`src/include/lmr_pkg.sv`:
```
// lmr_pkg: constants, types and the contract for the line mode and ring detect control block
// assumes one 20 MHz clock and a plain register port driven by the host serial port logic
package lmr_pkg;

  // ******************************
  // register map
  // ******************************
  localparam logic [7:0] LMR_HOOK_OFS = 8'h05;
  localparam logic [7:0] LMR_CTRL_OFS = 8'h12;
  localparam logic [7:0] LMR_SENSE_OFS = 8'h13;
  localparam logic [7:0] LMR_STAT_OFS = 8'h14;

  // hook register fields
  localparam int LMR_HOOK_BIT = 0;
  localparam int LMR_ONHOOK_MONITOR_ENABLE_BIT = 1;
  localparam int LMR_RZH_BIT = 2;
  // control register fields
  localparam int LMR_SQL_BIT = 0;
  localparam int LMR_RECT_BIT = 1;
  localparam int LMR_MODE_BIT = 2;
  // sense register field
  localparam int LMR_SENSE_LSB = 3;
  // status register fields
  localparam int LMR_STATE_LSB = 0;
  localparam int LMR_SQMET_BIT = 2;

  localparam logic [7:0] LMR_HOOK_RST = 8'h00;
  localparam logic [7:0] LMR_CTRL_RST = 8'h00;
  localparam logic [4:0] LMR_SENSE_ONES = 5'h1F;
  localparam logic [4:0] LMR_SENSE_ZERO = 5'h00;

  // ******************************
  // timing
  // ******************************
  localparam int LMR_CLK_HZ = 20_000_000;
  localparam int LMR_SQ_MIN_US = 1000;
  localparam int LMR_SQ_MIN_CYC = (LMR_SQ_MIN_US * (LMR_CLK_HZ / 1_000_000));

  // ******************************
  // types
  // ******************************
  typedef enum logic [1:0] {
    LMR_ONHOOK = 2'b00,
    LMR_FORCE_ONHOOK = 2'b01,
    LMR_OFFHOOK = 2'b10,
    LMR_FAST_DCT = 2'b11
  } lmr_line_e;

  typedef enum logic [2:0] {
    LMR_SRC_NONE = 3'b000,
    LMR_SRC_RING = 3'b001,
    LMR_SRC_LINE = 3'b010,
    LMR_SRC_MON_LOW = 3'b011,
    LMR_SRC_MON_HIGH = 3'b100
  } lmr_src_e;

  typedef struct packed {
    logic ring_event;
    logic line_present;
    logic [4:0] line_voltage;
    logic [4:0] loop_current;
    logic [4:0] monitor_low;
  } lmr_sense_s;

endpackage : lmr_pkg

```
`src/verilog/lmr_ctrl.sv`:
```
// lmr_ctrl: register bank deciding line state, sense field, ring rectifier and squelch
// assumes synchronous inputs on clk_sys and a host that never strobes read and write together
//
// Chosen here: the strobed register port.
`timescale 1ns/100ps
`default_nettype none

module lmr_ctrl
  import lmr_pkg::*;
#(
  parameter int SQ_MIN_CYC = LMR_SQ_MIN_CYC
) (
  // clock and reset
  input wire logic clk_sys,
  input wire logic rst,
  // register port
  input wire logic [7:0] reg_addr,
  input wire logic [7:0] reg_wdata,
  input wire logic reg_wr,
  input wire logic reg_rd,
  output logic [7:0] reg_rdata,
  // line side analog results and ring comparators
  input wire lmr_sense_s sense_in,
  input wire logic ring_inputs_pos,
  input wire logic ring_inputs_neg,
  // line side controls
  output lmr_line_e line_state,
  output lmr_src_e serial_src,
  output logic serial_data_out,
  output logic ring_detect_pin,
  output logic ring_squelch_en,
  output logic tx_quiet,
  output logic offhook_restart
);

  // ******************************
  // register file
  // ******************************
  logic [7:0] hook_q, hook_d;
  logic [7:0] ctrl_q, ctrl_d;
  logic [7:0] rdata_q, rdata_d;
  logic [4:0] sense_q, sense_d;
  lmr_line_e state_q, state_d;
  logic sq_met_q;

  always_comb begin
    hook_d = hook_q;
    ctrl_d = ctrl_q;
    rdata_d = 8'h00;
    if (reg_wr) begin
      case (reg_addr)
        LMR_HOOK_OFS: begin
          hook_d = {5'h00, reg_wdata[2:0]};
        end
        LMR_CTRL_OFS: begin
          ctrl_d = {5'h00, reg_wdata[2:0]};
        end
        default: begin
        end
      endcase
    end
    if (reg_rd) begin
      case (reg_addr)
        LMR_HOOK_OFS: rdata_d = hook_q;
        LMR_CTRL_OFS: rdata_d = ctrl_q;
        LMR_SENSE_OFS: rdata_d = {sense_q, 3'h0};
        LMR_STAT_OFS: rdata_d = {5'h00, sq_met_q, state_q};
        default: rdata_d = 8'h00;
      endcase
    end
  end

  always_ff @(posedge clk_sys) begin
    if (rst) begin
      hook_q <= LMR_HOOK_RST;
      ctrl_q <= LMR_CTRL_RST;
      rdata_q <= 8'h00;
    end else begin
      hook_q <= hook_d;
      ctrl_q <= ctrl_d;
      rdata_q <= rdata_d;
    end
  end

  assign reg_rdata = rdata_q;

  wire logic mode_b = ctrl_q[LMR_MODE_BIT];
  wire logic hook_b = hook_q[LMR_HOOK_BIT];
  wire logic onhook_monitor_enable_b = hook_q[LMR_ONHOOK_MONITOR_ENABLE_BIT];
  wire logic rzh_b = hook_q[LMR_RZH_BIT];

  // ******************************
  // line state decode
  // ******************************
  lmr_src_e src_q, src_d;
  logic restart_q, restart_d;
  logic quiet_q, quiet_d;

  always_comb begin
    // decoded from the live register bits, so a write acts on the next edge
    case ({mode_b, hook_b, onhook_monitor_enable_b})
      3'b000: begin
        state_d = LMR_ONHOOK;
        src_d = LMR_SRC_NONE;
        sense_d = LMR_SENSE_ZERO;
      end
      3'b001: begin
        state_d = LMR_ONHOOK;
        src_d = LMR_SRC_MON_HIGH;
        sense_d = sense_in.line_present ? LMR_SENSE_ONES : LMR_SENSE_ZERO;
      end
      3'b010: begin
        state_d = LMR_OFFHOOK;
        src_d = LMR_SRC_LINE;
        sense_d = sense_in.loop_current;
      end
      3'b011: begin
        state_d = LMR_FAST_DCT;
        src_d = LMR_SRC_LINE;
        sense_d = sense_in.loop_current;
      end
      3'b100: begin
        state_d = LMR_ONHOOK;
        src_d = LMR_SRC_RING;
        sense_d = sense_in.line_voltage;
      end
      3'b101: begin
        state_d = LMR_ONHOOK;
        src_d = LMR_SRC_MON_LOW;
        sense_d = sense_in.monitor_low;
      end
      3'b110: begin
        state_d = LMR_FORCE_ONHOOK;
        src_d = LMR_SRC_NONE;
        sense_d = sense_in.line_voltage;
      end
      default: begin
        state_d = LMR_FORCE_ONHOOK;
        src_d = LMR_SRC_MON_LOW;
        sense_d = sense_in.line_voltage;
      end
    endcase
    // ring indication with ring zero hold set overrides the sense field
    if (rzh_b && sense_in.ring_event) begin
      sense_d = sense_in.line_present ? LMR_SENSE_ONES : LMR_SENSE_ZERO;
    end
    // counter restarts only on leaving plain on-hook, not on leaving force on-hook
    restart_d = (state_q == LMR_ONHOOK) && state_d[1];
    quiet_d = (state_d == LMR_FAST_DCT);
  end

  always_ff @(posedge clk_sys) begin
    if (rst) begin
      state_q <= LMR_ONHOOK;
      src_q <= LMR_SRC_NONE;
      sense_q <= LMR_SENSE_ZERO;
      restart_q <= 1'b0;
      quiet_q <= 1'b0;
    end else begin
      state_q <= state_d;
      src_q <= src_d;
      sense_q <= sense_d;
      restart_q <= restart_d;
      quiet_q <= quiet_d;
    end
  end

  assign line_state = state_q;
  assign serial_src = src_q;
  assign offhook_restart = restart_q;
  assign tx_quiet = quiet_q;

  // ******************************
  // ring rectifier and squelch
  // ******************************
  logic rdet_q, rdet_d;
  logic sdo_q, sdo_d;
  logic sql_q, sql_d;
  logic [15:0] sq_cnt_q, sq_cnt_d;
  logic sq_met_d;

  always_comb begin
    // half wave passes the positive lobe only
    rdet_d = ring_inputs_pos || (ctrl_q[LMR_RECT_BIT] && ring_inputs_neg);
    sdo_d = (src_d == LMR_SRC_RING) ? rdet_d : 1'b0;
    sql_d = ctrl_q[LMR_SQL_BIT];
    // hold time of the squelch bit, reported for software
    sq_cnt_d = sq_cnt_q;
    if (!ctrl_q[LMR_SQL_BIT]) begin
      sq_cnt_d = 16'h0000;
    end else if (!sq_met_q) begin
      sq_cnt_d = sq_cnt_q + 16'h0001;
    end
    sq_met_d = ctrl_q[LMR_SQL_BIT] && (sq_cnt_d >= 16'(SQ_MIN_CYC));
  end

  always_ff @(posedge clk_sys) begin
    if (rst) begin
      rdet_q <= 1'b0;
      sdo_q <= 1'b0;
      sql_q <= 1'b0;
      sq_cnt_q <= 16'h0000;
      sq_met_q <= 1'b0;
    end else begin
      rdet_q <= rdet_d;
      sdo_q <= sdo_d;
      sql_q <= sql_d;
      sq_cnt_q <= sq_cnt_d;
      sq_met_q <= sq_met_d;
    end
  end

  assign ring_detect_pin = rdet_q;
  assign serial_data_out = sdo_q;
  assign ring_squelch_en = sql_q;

  // ******************************
  // checks
  // ******************************
  chk_onhook_ring_src: assert property (@(posedge clk_sys) disable iff (rst)
    ({mode_b, hook_b, onhook_monitor_enable_b} == 3'b100) |=> (src_q == LMR_SRC_RING) && (state_q == LMR_ONHOOK))
    else $error("ring data not selected in on-hook ring mode");

  chk_ring_sense_ones: assert property (@(posedge clk_sys) disable iff (rst)
    (rzh_b && sense_in.ring_event && sense_in.line_present) |=> (sense_q == LMR_SENSE_ONES))
    else $error("sense not all ones during ring with voltage");

  chk_ring_sense_zero: assert property (@(posedge clk_sys) disable iff (rst)
    (rzh_b && sense_in.ring_event && !sense_in.line_present) |=> (sense_q == LMR_SENSE_ZERO))
    else $error("sense not all zeroes during ring without voltage");

  chk_force_no_restart: assert property (@(posedge clk_sys) disable iff (rst)
    ($past(state_q) == LMR_FORCE_ONHOOK) && state_q[1] |-> !offhook_restart)
    else $error("off-hook counter restarted after force on-hook");

  chk_fast_dct_entry: assert property (@(posedge clk_sys) disable iff (rst)
    ({mode_b, hook_b, onhook_monitor_enable_b} == 3'b011 && !(rzh_b && sense_in.ring_event))
      |=> (state_q == LMR_FAST_DCT) && tx_quiet
      && (sense_q == $past(sense_in.loop_current)))
    else $error("fast dc termination not entered");

  chk_half_wave_neg: assert property (@(posedge clk_sys) disable iff (rst)
    (!ctrl_q[LMR_RECT_BIT] && !ring_inputs_pos && ring_inputs_neg) |=> !ring_detect_pin)
    else $error("negative lobe passed in half wave mode");

  chk_squelch_follow: assert property (@(posedge clk_sys) disable iff (rst)
    (reg_wr && reg_addr == LMR_CTRL_OFS) |-> ##2 (ring_squelch_en == $past(reg_wdata[0], 2)))
    else $error("squelch enable does not follow written bit");

  chk_loop_sense_off: assert property (@(posedge clk_sys) disable iff (rst)
    ({mode_b, hook_b, onhook_monitor_enable_b} == 3'b010 && !sense_in.ring_event)
      |=> (sense_q == $past(sense_in.loop_current)) && (state_q == LMR_OFFHOOK))
    else $error("sense field not loop current off-hook");

  chk_write_to_state: assert property (@(posedge clk_sys) disable iff (rst)
    (reg_wr && reg_addr == LMR_HOOK_OFS && reg_wdata[1:0] == 2'b01 && !mode_b)
      |-> ##2 (state_q == LMR_OFFHOOK))
    else $error("hook write did not take line off-hook");

endmodule : lmr_ctrl

`default_nettype wire
```
`config.mk`:
```
export PLATFORM = sky130hd
export DESIGN_NAME = lmr_ctrl
export DESIGN_NICKNAME = d
export VERILOG_FILES = /design/src/include/lmr_pkg.sv /design/src/verilog/lmr_ctrl.sv
export SDC_FILE = /design/constraint.sdc
export NUM_CORES = 1
export LEC_CHECK = 0
export BUFFER_PORTS_ARGS = -buffer_cell sky130_fd_sc_hd__buf_2
export CAP_MARGIN = 20
export CORE_MARGIN = 1.5
export CORE_UTILIZATION = 30
export CTS_BUF_LIST = sky130_fd_sc_hd__clkbuf_8
export CTS_CLUSTER_SIZE = 20
export DETAILED_ROUTE_END_ITERATION = 6
export PLACE_DENSITY = 0.48
export SYNTH_ARGS = -nofsm -noshare
export SYNTH_HDL_FRONTEND = slang
export SYNTH_SLANG_ARGS = --single-unit
```
`constraint.sdc`:
```
create_clock -name clk_sys -period 1.7 [get_ports clk_sys]
set_input_delay 0.085 -clock clk_sys [delete_from_list [all_inputs] [get_ports clk_sys]]
set_output_delay 0.085 -clock clk_sys [all_outputs]
set_load 0.02 [all_outputs]
```
==> results by group <==
Setup path
  – Crit end category: flop
  – Crit-path cells: nand4b_4 > or4b_1 > o21ai_2 > o311ai_2 > a32oi_1 > o22ai_1
  – Crit path buffers/inverters: 0
  – Max stage delay cell, worst path: or4b_1
  – CP Data Required Time: 1.87 ns
  – Critical path peak fanout: 5
  – Slowest stage delay, CP: 0.50 ns
  – Worst Setup SP: sq_met_q
  – Delay-heaviest family, CP: simple AND/OR/NAND/NOR gates
  – Arrival @ worst endpoint: 1.84 ns
  – WS Path Type: reg -> reg
  – Startpoint Class: flop
  – Reg2reg start: sq_met_q

Synthesis
  – Seq/Total Area, Yosys: 45.8%
  – Post-Synthesis Cell Area: 2010 sq um
  – Post-synth EDFFs: 0
  – Unique masters post-synth: 44
  – Synth area leader: dfxtp_1
  – Syn nets: 270
  – #FFs+latches synth: 46
  – Main synth FF type: dfxtp_1
  – Post-synth top area share: 45.8%
  – Avg Cell Area, Syn: 8.75 sq um
  – Number of synthesis warnings: 0
  – Post-synth ARST share: 0%
  – Largest cells by area after synthesis: dfxtp_1 46%, xor2_1 4.8%, nor2_1 4.5%, nand3_1 4.0%, nand2_1 3.9%
  – Post-Synthesis Cells: 230

Timing
  – RSZ-0062 raised after global routing: true
  – Worst Tran Pin Value: 0.550 ns
  – Final period util: 97.9%
  – Final setup fails: 0
  – Pins Over Slew Limit: 0
  – Clock skew: 0.00292 ns
  – Fmax: 601 MHz
  – Final hold slack: 0.0438 ns
  – Final Hold Violating Endpoints: 0
  – Max-slew headroom at the worst pin: 63.3%
  – Minimum clock period: 1.66 ns
  – Post-route setup slack: 0.0363 ns

Route
  – Routed vias: 1834
  – DR pass1 iterations: 4
  – DRC Markers: 0
  – Antenna viol nets, final: 0
  – Post-Route WL: 4710 microns
  – Vias per cell: 4.88
  – Detail-routed net length per standard cell: 12.5 microns
  – Detailed Route Iter0 Violations: 125

Hold path
  – Tightest Hold Check Type: in -> reg
  – Hold path startpoint: reg_wdata[1]

Clock network
  – Worst skew pair latency: 0.29 ns
  – Inserted Clock Buffers: 5
  – Worst-path clk slew: 0.09 ns
  – Root buffer cell: clkbuf_8
  – Postcts setup bufs: 0
  – Max clock buf depth: 2
  – CTS tree: done
  – # H-tree levels: 2
  – CTS sink cnt: 46

Die
  – I/O Pins: 57
  – Die area: 7210 sq um
  – Die width: 84.9 microns
  – Die Span Y: 84.9 microns
  – Std cell rows: 29
  – Initial Utilization: 31.3%
  – CORE AREA: 6420 sq um

Power
  – Power Internal: 1550 uW
  – Total chip power: 1960 uW
  – Clock Power Share: 41.5%
  – Leakage power: 0.00107 uW
  – Power per cell area: 739 nW/um^2
  – Sequential share of power: 55.0%
  – Switching power: 405 uW
  – Comb power frac: 3.5%
  – Switching Fraction: 20.7%
  – VDD IR max: 0.000391 V

Cells and area
  – Share of cells above drive strength 1: 31.4%
  – Number of diodes: 0
  – Area Overhead vs Synth: 31.6%
  – Nets: 338

Global routing
  – Antenna violations before repair: 0
  – First-pass GRT wire length: 8070 microns
  – Largest net degree at the start of global routing: 18
  – Global route overflow: 0
  – GRT Util Overall: 14.0%
  – Number of global-route vias before repair: 1755

Place
  – Pre-CTS setup slack: 0.0256 ns
  – DPL Wire Length: 3590 microns
  – RePlAce Congestion: 0.807
  – PortBufs: 51

Status
  – Status: finished, final reports clean

Run
  – Number of max-cap violations: 0
-- routing by layer --
| layer | routed length [microns] | part of all wire, % | global-route usage [%] |
|---|---|---|---|
| met2 | 2220 | 47 | 22.3 |
| met5 | 0 | 0 | 0 |
| met1 | 2240 | 48 | 18.7 |
| met4 | 50 | 1.1 | 4.47 |
| met3 | 201 | 4.3 | 3.60 |
-- per-stage QoR --
step | TNS [ns] | area [sq um] | cells | utilization (%)
floorplan | 0 | 2010 | 230 | -
global placement | 0 | 2480 | 368 | 38.6
detailed placement | 0 | 2480 | 368 | 38.6
CTS | 0 | 2590 | 376 | 40.3
global route | -0.0441 | 2650 | 376 | 41.2
finish | 0 | 2650 | 376 | 41.2
-- cell usage in the layout (no fill, tap or decap), drive strengths merged, types with 2 or more instances in the layout --
| master | n |
|---|---|
| dfxtp | 46 |
| nor3b | 2 |
| inv | 5 |
| xnor2 | 5 |
| nand3 | 16 |
| nand2b | 10 |
| buf | 72 |
| nor2b | 2 |
| nor2 | 25 |
| nand4 | 3 |
| a21oi | 15 |
| clkbuf | 5 |
| nand4b | 2 |
| a22oi | 2 |
| nor4 | 3 |
| and3 | 3 |
| o211ai | 10 |
| a21o | 2 |
| nand2 | 21 |
| o311ai | 2 |
| xor2 | 11 |
| and2 | 6 |
| nor4b | 2 |
| o21ai | 12 |
-- tightest hold or removal path, stage by stage --
cell,delay (ns)
buf_2,0.11
nand3_1,0.06
a21oi_1,0.05
-- logic make-up after synthesis --
group                      synth area share, %
adders and majority gates                0.622
and+or+nand+nor                           27.9
xor gates and xnor gates                  6.96
muxes                                    0.498
DFF                                       45.8
buffers and inverters                     2.86
AOI/OAI and AO/OA                         15.4
-- cells in the mapped netlist (2+ instances only) --
| master | instances |
|---|---|
| nor2_1 | 24 |
| a22oi_1 | 2 |
| nor2b_1 | 2 |
| clkbuf_1 | 10 |
| dfxtp_1 | 46 |
| and2_1 | 6 |
| inv_1 | 4 |
| o311ai_1 | 2 |
| nand3_1 | 16 |
| nor4_1 | 2 |
| o21ai_0 | 11 |
| a21o_1 | 2 |
| a21oi_1 | 15 |
| nand2_1 | 21 |
| xor2_1 | 11 |
| nand2b_1 | 10 |
| o211ai_1 | 10 |
| and3_1 | 3 |
| xnor2_1 | 5 |
| nand4_1 | 3 |
| nor3b_1 | 2 |
-- state kept, by name, indices dropped and copies added (netlist names) --
| name | cells |
|---|---|
| sq_cnt_q | 16 |
| ring_detect_pin | 1 |
| reg_rdata | 8 |
| tx_quiet | 1 |
| ring_squelch_en | 1 |
| serial_data_out | 1 |
| serial_src | 3 |
| hook_q | 3 |
| line_state | 2 |
| offhook_restart | 1 |
| sense_q | 5 |
| ctrl_q | 3 |
| sq_met_q | 1 |
-- what timing repair did --
action	CTS	global route
hold endpoints to repair	0	0
resized for setup	0	14
endpoints found under the setup margin	0	1
hold buffers	0	0
-- path summary, 6_finish.rpt --
kind | end | slack [ns] | depth (start not counted)
worst max-delay path | sq_met_q | 0.04 | 6
worst min-delay path | hook_q[1] | 0.04 | 3
worst max register to register | sq_met_q | 0.04 | 6
worst min register to register | reg_rdata[3] | 0.43 | 1
-- power by group through the flow --
stage,Clock (uW),Sequential [uW],Combinational [uW]
after floorplan,0,1110,17.6
after global placement,0,1100,67.8
after detailed placement,0,1100,69.1
after CTS,854,1080,69.3
after global routing,900,1080,75.2
final,812,1080,68.5
-- final cells by class --
type                    instances  area, sq um
clock buffers                   5         68.8
fillers                       659         3770
repair buffers                 72          417
multi-input cells             169         1080
clock inverters                 3         43.8
flip-flops and latches         46          930
inverters                       4         15.0
well taps                      77         96.3
Note: power is estimated with default switching activity, not from simulation.
